File: src/hdl/adcts_pkg.sv
// Operation
// - Writing one to start begins a single conversion, or a whole sequence.
// - Start bit clears itself once the conversion has actually begun.
// - Start written while set is ignored; zero writes to trigger bits do nothing.
// - Writing one to flush empties the pipeline and restarts the core next edge; here flush acts only after the trigger busy bit has cleared.
// - Flush aborts running conversions and discards their partial result.
// - After flush, operation resumes; a pending conversion starts afresh.
// - Flush bit reads one until the pipeline has actually been flushed.
// - Run-while-halted at 0 stops converting under debug halt; 1 keeps running.
// - Run-while-halted survives soft reset; only system reset clears it.
// - Each synchronized register's busy flag sets on write, clears when done.
// - Busy bits: 0 reset,1 enable,2 input,3 ctrl,4 avg,5 samp,6-7 window,8-9,10 trig.
// - Result register holds up to 16 bits; single plain conversion gives 12.
// - Left alignment puts upper eight bits at 15:8, remaining four at 7:4.
// - Right alignment without oversampling puts the 12-bit result at 11:0.
// - Oversampled result spans up to bits 15:0, extent set by averaging.
// - Sequence register has 32 enables; bit n includes input n in sequence.
// - Sequence starts at lowest enabled input, steps to next higher after each.
// - All sequence enables zero disables the sequencer; single input select used.
// - Calibration writes only while disabled, and subject to write protection.
package adcts_pkg;
    localparam logic [7:0] OFS_CTRL_A = 8'h00;
    localparam logic [7:0] OFS_INPUT_SEL = 8'h04;
    localparam logic [7:0] OFS_CTRL_C = 8'h08;
    localparam logic [7:0] OFS_AVG = 8'h0C;
    localparam logic [7:0] OFS_SOFT_TRIG = 8'h18;
    localparam logic [7:0] OFS_DEBUG = 8'h1C;
    localparam logic [7:0] OFS_SYNC_BUSY = 8'h20;
    localparam logic [7:0] OFS_RESULT = 8'h24;
    localparam logic [7:0] OFS_SEQ = 8'h28;
    localparam logic [7:0] OFS_CFG_BASE = 8'h2C;
    localparam logic [7:0] OFS_ANALOG_BIAS_CALIBRATION = 8'h48;
    localparam int CFG_COUNT = 5;
    localparam int TRIG_FLUSH_BIT = 0;
    localparam int TRIG_START_BIT = 1;
    localparam int CTRL_SOFT_RESET_BIT_BIT = 0;
    localparam int CTRL_ENABLE_BIT = 1;
    localparam int CONTROL_THIRD_ALIGN_BIT = 1;
    localparam int DBG_RUN_BIT = 0;
    localparam int AVG_NUM_LSB = 0;
    localparam int AVG_ADJ_LSB = 4;
    localparam int ANALOG_BIAS_CALIBRATION_COMP_LSB = 0;
    localparam int ANALOG_BIAS_CALIBRATION_REFBUF_LSB = 8;
    localparam int BUSY_SOFT_RESET_BIT = 0;
    localparam int BUSY_ENABLE = 1;
    localparam int BUSY_INPUT = 2;
    localparam int BUSY_CONTROL_THIRD = 3;
    localparam int BUSY_AVG = 4;
    localparam int BUSY_CFG_BASE = 5;
    localparam int BUSY_TRIG = 10;
    localparam logic [3:0] AVG_MAX = 4'hA;
    localparam int SYNC_TIME_NS = 40;
    localparam int CLK_PERIOD_NS = 10;
    localparam int SYNC_CYCLES = (SYNC_TIME_NS + CLK_PERIOD_NS - 1) / CLK_PERIOD_NS;

    typedef enum logic [1:0] {ST_IDLE, ST_CONVERT, ST_FLUSH} adcts_state_t;

    typedef struct packed {
        logic psel;
        logic penable;
        logic pwrite;
        logic [7:0] paddr;
        logic [31:0] pwdata;
    } adcts_apb_req_t;

    typedef struct packed {
        logic [1:0] halt_pipe;
        logic [1:0] lock_pipe;
        logic pready;
        logic pslverr;
        logic [31:0] prdata;
        logic enable;
        logic soft_reset_bit_pend;
        logic align_high;
        logic [3:0] avg_num;
        logic [2:0] avg_adj;
        logic [4:0] in_sel;
        logic [CFG_COUNT-1:0][15:0] cfg;
        logic dbg_run;
        logic [31:0] seq_mask;
        logic [2:0] refbuf;
        logic [2:0] comp;
        logic [10:0] busy;
        logic [3:0] sync_cnt;
        logic trig_start;
        logic trig_flush;
        adcts_state_t state;
        logic resume;
        logic seq_on;
        logic [4:0] channel;
        logic [10:0] sample_cnt;
        logic [21:0] acc;
        logic [15:0] result;
        logic conv_start;
        logic conv_abort;
        logic hold;
        logic res_valid;
    } adcts_regs_t;

    localparam adcts_regs_t REGS_RESET = '0;
endpackage

File: src/hdl/adcts_top.sv
`timescale 1ns/1ns
module adcts_top
    import adcts_pkg::*;
#(
    parameter int ADDR_W = 8,
    parameter int SYNC_CNT = SYNC_CYCLES
) (
    // Clock and reset
    input wire logic CLK,
    input wire logic ARST_N,
    // APB slave
    input wire logic PSEL,
    input wire logic PENABLE,
    input wire logic PWRITE,
    input wire logic [ADDR_W-1:0] PADDR,
    input wire logic [31:0] PWDATA,
    output logic [31:0] PRDATA,
    output logic PREADY,
    output logic PSLVERR,
    // System pins
    input wire logic DEBUG_HALT,
    input wire logic WRITE_LOCK,
    // Converter core
    input wire logic CONV_DONE,
    input wire logic [11:0] CONV_DATA,
    output logic CONV_START,
    output logic CONV_ABORT,
    output logic [4:0] CONV_CHANNEL,
    output logic CORE_ENABLE,
    output logic CORE_HOLD,
    output logic [2:0] BIAS_REFBUF,
    output logic [2:0] BIAS_COMP,
    output logic RESULT_VALID
);
    if (ADDR_W < 8 || SYNC_CNT < 1 || SYNC_CNT > 15) begin : g_bad_param
        $error("adcts_top: ADDR_W must be >= 8 and SYNC_CNT within 1..15");
    end

    adcts_regs_t st_reg;
    adcts_regs_t st_next;
    adcts_apb_req_t req;
    logic [1:0] rst_pipe_reg;
    logic rst_n;
    logic setup;
    logic access;
    logic hit;
    logic prot;
    logic blocked;
    logic [31:0] rdata;
    logic [10:0] set_busy;
    logic sync_done;
    logic trig_vis;
    logic halted;
    logic launch_ok;
    logic flush_go;
    logic [5:0] first_pick;
    logic [5:0] next_pick;
    logic [21:0] sum;
    logic [3:0] avg_eff;
    logic [10:0] last_sample;
    logic [15:0] formatted;

    // Lowest enabled input at or above from; MSB flags a find
    function automatic logic [5:0] seq_pick(input logic [31:0] mask, input logic [5:0] from);
        logic [5:0] r;
        r = '0;
        for (int i = 31; i >= 0; i--) begin
            if (mask[i] && 6'(i) >= from) begin
                r = {1'b1, 5'(i)};
            end
        end
        return r;
    endfunction

    always_ff @(posedge CLK or negedge ARST_N) begin
        if (!ARST_N) begin
            rst_pipe_reg <= 2'b00;
        end else begin
            rst_pipe_reg <= {rst_pipe_reg[0], 1'b1};
        end
    end
    assign rst_n = rst_pipe_reg[1];

    assign req = '{psel: PSEL, penable: PENABLE, pwrite: PWRITE,
                   paddr: PADDR[7:0], pwdata: PWDATA};
    assign setup = req.psel && !req.penable && !st_reg.pready;
    assign access = req.psel && req.penable && st_reg.pready;
    assign trig_vis = !st_reg.busy[BUSY_TRIG];
    assign halted = st_reg.halt_pipe[1] && !st_reg.dbg_run;
    assign launch_ok = st_reg.trig_start && trig_vis && st_reg.enable && !halted;
    assign flush_go = st_reg.trig_flush && trig_vis && !halted;
    assign first_pick = seq_pick(st_reg.seq_mask, 6'h00);
    assign next_pick = seq_pick(st_reg.seq_mask, 6'({1'b0, st_reg.channel} + 6'h01));
    assign sum = st_reg.acc + 22'(CONV_DATA);
    assign avg_eff = (st_reg.avg_num > AVG_MAX) ? AVG_MAX : st_reg.avg_num;
    assign last_sample = 11'((11'h001 << avg_eff) - 11'h001);

    // Result formatting
    always_comb begin
        if (avg_eff == 4'h0) begin
            formatted = st_reg.align_high ? {sum[11:0], 4'h0} : {4'h0, sum[11:0]};
        end else begin
            formatted = 16'(sum >> st_reg.avg_adj);
        end
    end

    // Address decode and read mux
    always_comb begin
        hit = 1'b1;
        prot = 1'b1;
        rdata = '0;
        case (req.paddr)
            OFS_CTRL_A: rdata = {30'h0, st_reg.enable, 1'b0};
            OFS_INPUT_SEL: rdata = {27'h0, st_reg.in_sel};
            OFS_CTRL_C: rdata = {30'h0, st_reg.align_high, 1'b0};
            OFS_AVG: rdata = {25'h0, st_reg.avg_adj, st_reg.avg_num};
            OFS_SOFT_TRIG: rdata = {30'h0, st_reg.trig_start, st_reg.trig_flush};
            OFS_DEBUG: rdata = {31'h0, st_reg.dbg_run};
            OFS_SYNC_BUSY: begin
                rdata = {21'h0, st_reg.busy};
                prot = 1'b0;
            end
            OFS_RESULT: begin
                rdata = {16'h0, st_reg.result};
                prot = 1'b0;
            end
            OFS_SEQ: rdata = st_reg.seq_mask;
            OFS_ANALOG_BIAS_CALIBRATION: rdata = {21'h0, st_reg.refbuf, 5'h0, st_reg.comp};
            default: begin
                hit = 1'b0;
                for (int i = 0; i < CFG_COUNT; i++) begin
                    if (req.paddr == 8'(OFS_CFG_BASE + 8'(4 * i))) begin
                        hit = 1'b1;
                        rdata = {16'h0, st_reg.cfg[i]};
                    end
                end
            end
        endcase
        if ((PADDR >> 8) != '0) begin
            hit = 1'b0;
        end
        blocked = req.pwrite && ((prot && st_reg.lock_pipe[1])
                  || (req.paddr == OFS_ANALOG_BIAS_CALIBRATION && st_reg.enable));
    end

    always_comb begin
        st_next = st_reg;
        set_busy = '0;
        sync_done = 1'b0;
        st_next.halt_pipe = {st_reg.halt_pipe[0], DEBUG_HALT};
        st_next.lock_pipe = {st_reg.lock_pipe[0], WRITE_LOCK};
        st_next.hold = halted;
        st_next.pready = 1'b0;
        st_next.pslverr = 1'b0;
        st_next.prdata = '0;
        st_next.conv_start = 1'b0;
        st_next.conv_abort = 1'b0;
        st_next.res_valid = 1'b0;

        // APB: one cycle of setup, zero-wait access
        if (setup) begin
            st_next.pready = 1'b1;
            st_next.pslverr = !hit || blocked;
            st_next.prdata = (req.pwrite || !hit) ? 32'h0 : rdata;
        end

        // Conversion sequencer
        case (st_reg.state)
            ST_IDLE: begin
                if (flush_go) begin
                    st_next.conv_abort = 1'b1;
                    st_next.resume = 1'b0;
                    st_next.state = ST_FLUSH;
                end else if (launch_ok) begin
                    st_next.trig_start = 1'b0;
                    st_next.seq_on = |st_reg.seq_mask;
                    st_next.channel = (|st_reg.seq_mask) ? first_pick[4:0] : st_reg.in_sel;
                    st_next.acc = '0;
                    st_next.sample_cnt = '0;
                    st_next.conv_start = 1'b1;
                    st_next.state = ST_CONVERT;
                end
            end
            ST_CONVERT: begin
                if (flush_go) begin
                    st_next.conv_abort = 1'b1;
                    st_next.acc = '0;
                    st_next.sample_cnt = '0;
                    st_next.resume = 1'b1;
                    st_next.state = ST_FLUSH;
                end else if (!st_reg.enable) begin
                    st_next.conv_abort = 1'b1;
                    st_next.state = ST_IDLE;
                end else if (CONV_DONE && !halted) begin
                    if (st_reg.sample_cnt == last_sample) begin
                        st_next.result = formatted;
                        st_next.res_valid = 1'b1;
                        st_next.acc = '0;
                        st_next.sample_cnt = '0;
                        if (st_reg.seq_on && next_pick[5]) begin
                            st_next.channel = next_pick[4:0];
                            st_next.conv_start = 1'b1;
                        end else begin
                            st_next.state = ST_IDLE;
                        end
                    end else begin
                        st_next.acc = sum;
                        st_next.sample_cnt = 11'(st_reg.sample_cnt + 11'h001);
                        st_next.conv_start = 1'b1;
                    end
                end
            end
            ST_FLUSH: begin
                st_next.trig_flush = 1'b0;
                st_next.acc = '0;
                st_next.sample_cnt = '0;
                // Resume waits out a debug halt so no sample starts while stopped
                if (!st_reg.resume) begin
                    st_next.state = ST_IDLE;
                end else if (!halted) begin
                    st_next.conv_start = 1'b1;
                    st_next.state = ST_CONVERT;
                end
            end
            default: st_next.state = ST_IDLE;
        endcase

        // Register writes; placed after the sequencer so a flush set beats its clear (a start write while set is ignored)
        if (access && req.pwrite && !st_reg.pslverr) begin
            case (req.paddr)
                OFS_CTRL_A: begin
                    st_next.enable = req.pwdata[CTRL_ENABLE_BIT];
                    if (req.pwdata[CTRL_SOFT_RESET_BIT_BIT]) begin
                        st_next.soft_reset_bit_pend = 1'b1;
                    end
                    set_busy[BUSY_ENABLE] = 1'b1;
                    set_busy[BUSY_SOFT_RESET_BIT] = req.pwdata[CTRL_SOFT_RESET_BIT_BIT];
                end
                OFS_INPUT_SEL: begin
                    st_next.in_sel = req.pwdata[4:0];
                    set_busy[BUSY_INPUT] = 1'b1;
                end
                OFS_CTRL_C: begin
                    st_next.align_high = req.pwdata[CONTROL_THIRD_ALIGN_BIT];
                    set_busy[BUSY_CONTROL_THIRD] = 1'b1;
                end
                OFS_AVG: begin
                    st_next.avg_num = req.pwdata[AVG_NUM_LSB +: 4];
                    st_next.avg_adj = req.pwdata[AVG_ADJ_LSB +: 3];
                    set_busy[BUSY_AVG] = 1'b1;
                end
                OFS_SOFT_TRIG: begin
                    if (req.pwdata[TRIG_START_BIT] && !st_reg.trig_start) begin
                        st_next.trig_start = 1'b1;
                    end
                    if (req.pwdata[TRIG_FLUSH_BIT]) begin
                        st_next.trig_flush = 1'b1;
                    end
                    set_busy[BUSY_TRIG] = 1'b1;
                end
                OFS_DEBUG: st_next.dbg_run = req.pwdata[DBG_RUN_BIT];
                OFS_SEQ: st_next.seq_mask = req.pwdata;
                OFS_ANALOG_BIAS_CALIBRATION: begin
                    st_next.refbuf = req.pwdata[ANALOG_BIAS_CALIBRATION_REFBUF_LSB +: 3];
                    st_next.comp = req.pwdata[ANALOG_BIAS_CALIBRATION_COMP_LSB +: 3];
                end
                default: begin
                    for (int i = 0; i < CFG_COUNT; i++) begin
                        if (req.paddr == 8'(OFS_CFG_BASE + 8'(4 * i))) begin
                            st_next.cfg[i] = req.pwdata[15:0];
                            set_busy[BUSY_CFG_BASE + i] = 1'b1;
                        end
                    end
                end
            endcase
        end

        // Shared synchronization timer; a new write restarts it
        if (set_busy != '0) begin
            st_next.busy = st_next.busy | set_busy;
            st_next.sync_cnt = 4'(SYNC_CNT);
        end else if (st_reg.sync_cnt != 4'h0) begin
            st_next.sync_cnt = 4'(st_reg.sync_cnt - 4'h1);
            if (st_reg.sync_cnt == 4'h1) begin
                st_next.busy = '0;
                sync_done = 1'b1;
            end
        end

        // Soft reset clears everything but the debug bit, the halt/lock synchronizers, bus answer and an abort of a running conversion
        if (sync_done && st_reg.soft_reset_bit_pend) begin
            st_next = REGS_RESET;
            st_next.dbg_run = st_reg.dbg_run;
            st_next.halt_pipe = {st_reg.halt_pipe[0], DEBUG_HALT};
            st_next.lock_pipe = {st_reg.lock_pipe[0], WRITE_LOCK};
            st_next.pready = setup;
            st_next.pslverr = setup && (!hit || blocked);
            st_next.prdata = (setup && !req.pwrite && hit) ? rdata : 32'h0;
            st_next.conv_abort = (st_reg.state != ST_IDLE);
        end
    end

    always_ff @(posedge CLK or negedge rst_n) begin
        if (!rst_n) begin
            st_reg <= REGS_RESET;
        end else begin
            st_reg <= st_next;
        end
    end

    assign PRDATA = st_reg.prdata;
    assign PREADY = st_reg.pready;
    assign PSLVERR = st_reg.pslverr;
    assign CONV_START = st_reg.conv_start;
    assign CONV_ABORT = st_reg.conv_abort;
    assign CONV_CHANNEL = st_reg.channel;
    assign CORE_ENABLE = st_reg.enable;
    assign CORE_HOLD = st_reg.hold;
    assign BIAS_REFBUF = st_reg.refbuf;
    assign BIAS_COMP = st_reg.comp;
    assign RESULT_VALID = st_reg.res_valid;

    logic trig_wr;
    logic soft_reset_bit_do;
    assign trig_wr = access && req.pwrite && !st_reg.pslverr && req.paddr == OFS_SOFT_TRIG;
    assign soft_reset_bit_do = sync_done && st_reg.soft_reset_bit_pend;
endmodule

File: config.mk
export PLATFORM = sky130hd
export DESIGN_NAME = adcts_top
export DESIGN_NICKNAME = d
export VERILOG_FILES = /design/src/hdl/adcts_pkg.sv /design/src/hdl/adcts_top.sv
export SDC_FILE = /design/constraint.sdc
export NUM_CORES = 1
export LEC_CHECK = 0
export BUFFER_PORTS_ARGS = -buffer_cell sky130_fd_sc_hd__buf_2
export CAP_MARGIN = 0
export CORE_MARGIN = 2
export CORE_UTILIZATION = 40
export DETAILED_ROUTE_END_ITERATION = 16
export MAX_ROUTING_LAYER = met4
export PLACE_DENSITY = 0.58
export SYNTH_ARGS = -nofsm -noshare
export SYNTH_HDL_FRONTEND = slang
export SYNTH_SLANG_ARGS = --single-unit
File: constraint.sdc
create_clock -name CLK -period 7.75 [get_ports CLK]
set_clock_uncertainty 0.05 [all_clocks]
set_input_delay 1.1625 -clock CLK [delete_from_list [all_inputs] [get_ports CLK]]
set_output_delay 1.1625 -clock CLK [all_outputs]
set_load 0.03 [all_outputs]
==> results.cfg <==
[drt]
vias = 14800
routed_wirelength_um = 54000
wl_per_cell_um = 22.5
drc = 0
first_pass_iters = 6
drt-initial-drc-count = 1868
via_per_inst = 6.17
antenna_left = 0

[final_layout]
seq_area_um2 = 6330
area_delta_synth_final_pct = 9.90
fin_nets = 1945
largest_reg_flops = 201
multi_input_area_um2 = 8300
layout-drive-gt1-share = 0.128
diodes = 0
fillCellCount = 3868

[die]
coreArea_um2 = 38600
die_w_um = 201
io_pins = 110
num_rows = 72
dieArea_um2 = 40500
die-height_um = 201
initial_core_util = 0.403

[timing]
min_period_ns = 4.66
slew_violations = 0
fmax_ghz = 0.214
finalHoldViolations = 0
holdWs_ns = 0.238
relSlewSlack = 0.170
setup_tns_ns = 0
final-setup-viol-count = 0
worst_pin_slew_ns = 1.24
worst_slack_ns = 3.09
finalCritPeriodShare = 0.602
rsz0062_at_grt = no

[synthesis]
avgSynthCellArea_um2 = 8.33
ys_seq_area_frac = 0.407
ys_top_cells_by_area = dfrtp_1 (41%), nand2_1 (7.3%), a21oi_1 (6.6%)
syn_nets = 1952
synth_edf_count = 0
synth_warnings = 0
ys_seq_elements = 253
synth_top_area_cell = dfrtp_1
async_reset_ff_frac = 1.00
synth_top_area_frac = 0.407
yosysUniqueCellTypes = 93
syn-instance-count = 1868
synth_area_um2 = 15600
synthFlopType = dfrtp_1

[grt]
grt_use_total = 0.273
antenna_found_initial = 0
grt_pass1_wl_um = 85300
grt_max_degree = 79
grt_overflow = 0
first_global_vias = 14200

[place]
gp_congestion = 0.915
numPortBuffers = 109
pre_cts_ws_ns = 2.66
dp_hpwl_um = 37400

[clocking]
clkTransAtPathRegs_ns = 0.06
post_cts_resize_count = 0
cts.sink_count = 253
post-cts-setup-buffer-count = 0
cts_tree = built
clk_latency_ns = 0.58
cts_buffers = 29
h-tree-depth = 1
clockBufferDepth = 3
cts_root_buf = clkbuf_16
postCtsHoldBufs = 0

[setup_path]
end_kind = flop
crit_type = in2reg
crit_required_ns = 8.18
cp.arrival_ns = 5.09
start_kind = input port
crit_fanout = 34

[hold_path]
worst_hold_path_type = reg2async

[power_and_ir_drop]
sequentialPowerShare = 0.455
comb_power_share = 0.098
p_sw_frac = 0.266
p_total_mw = 3.00
p_clk_frac = 0.447
vdd_drop_max_v = 0.000160
leakage_nw = 7.25
internal_power_mw = 2.20
switching_power_mw = 0.799
power_density_nw_per_um2 = 175

[outcome]
outcome = completed

[run]
maxCapViolCount = 0
==> area by class of cell <==
class	count	share of cell area
timing repair buffer	139	0.0451
clock buffer	44	0.0504
clock inverter	8	0.00344
multi-input combinational	1407	0.486
sequential	253	0.371
tap	518	0.0379
inverter	31	0.00681
==> cells in the mapped netlist, types with 6 or more instances <==
cell type and number:
nand2b_1 21, nor2b_1 6, mux2i_1 11, nand4_1 8, a22o_1 13, clkbuf_1 107
nor4_1 14, or4_1 7, a211oi_1 16, buf_4 46, a21boi_0 8, buf_1 13
buf_2 9, o211ai_1 15, nor3_1 43, or3_1 9, dfrtp_1 253, o21ai_0 119
and2_1 9, nand2_1 301, mux4_2 7, a222oi_1 23, xnor2_1 11, o31ai_1 25
a32oi_1 8, o21a_1 22, a31oi_1 29, a211o_1 6, ha_1 23, xor2_1 10
a21oi_1 205, nand3_1 115, or2_2 9, inv_1 29, a21o_1 11, o22ai_1 9
a22oi_1 23, a221oi_1 12, nor2_1 113, and3_1 33
==> metal layers <==
layer	vias up	GRT usage	wire length, µm
met2	620	0.429	25300
li1	6792	-	-
met5	-	-	0
met4	0	0.0720	1150
met1	7318	0.375	23900
met3	78	0.0322	3680
==> final timing paths <==
check | from | to | slack [ns] | cells past startpoint
setup / recovery | PADDR[4] | st_reg[33] | 3.09 | 11
hold / removal | rst_pipe_reg[1] | st_reg[191] | 0.24 | 0
setup reg to reg | CONV_CHANNEL[0] | CONV_CHANNEL[2] | 3.18 | 9
hold reg to reg | rst_pipe_reg[1] | st_reg[191] | 0.24 | 0
max in group asynchronous | rst_pipe_reg[1] | st_reg[247] | 5.60 | 2
min in group CLK | rst_pipe_reg[0] | rst_pipe_reg[1] | 0.30 | 0
==> cell usage in the layout (no fill, tap or decap), types with 15 or more instances in the layout <==
cell	count
o21ai_0	119
ha_1	23
nor2_1	108
inv_1	29
nand2_1	301
nand2b_1	21
a31oi_1	29
o21a_1	22
a211oi_1	16
nor3_1	40
a222oi_1	23
and3_1	33
clkbuf_16	29
a22oi_1	23
buf_4	30
o211ai_1	15
a21oi_1	205
buf_2	109
nand3_1	115
o31ai_1	25
dfrtp_1	252
==> per-stage QoR <==
stage / area, µm² / cells / utilization
floorplan: 15600 / 1868 / -
global placement: 16200 / 2348 / 0.419
detailed placement: 16200 / 2348 / 0.419
CTS: 17100 / 2400 / 0.443
global route: 17100 / 2400 / 0.443
finish: 17100 / 2400 / 0.443
==> cells by family (layout without fill, tap and decap cells) <==
logic type / after synthesis / count (layout) / share of synthesized area
flops: 253 / 253 / 0.407
simple gates: 723 / 723 / 0.218
fa+ha+maj: 25 / 25 / 0.0204
compound gates: 611 / 611 / 0.256
other cells: 1 / 1 / 0.000241
buf+inv: 208 / 222 / 0.0630
xor+xnor: 22 / 22 / 0.0129
mux: 25 / 25 / 0.0228
==> critical path: stages <==
cell and delay [ns]:
buf_2 0.19, or4b_1 0.77, nor2_2 1.04, o21a_1 0.36, o21ai_0 0.22, o21bai_2 0.25
buf_4 0.27, nor2_1 0.28, buf_4 0.26, nand3_1 0.09, o21ai_0 0.17
==> power groups by stage <==
stage	sequential, mW	combinational (mW)	clock (mW)
after global routing	1.37	0.327	1.42
after CTS	1.36	0.292	1.37
after floorplan	1.40	0.168	0
after global placement	1.39	0.289	0
after detailed placement	1.39	0.291	0
final	1.36	0.294	1.34
Note: power is estimated with default switching activity, not from simulation.
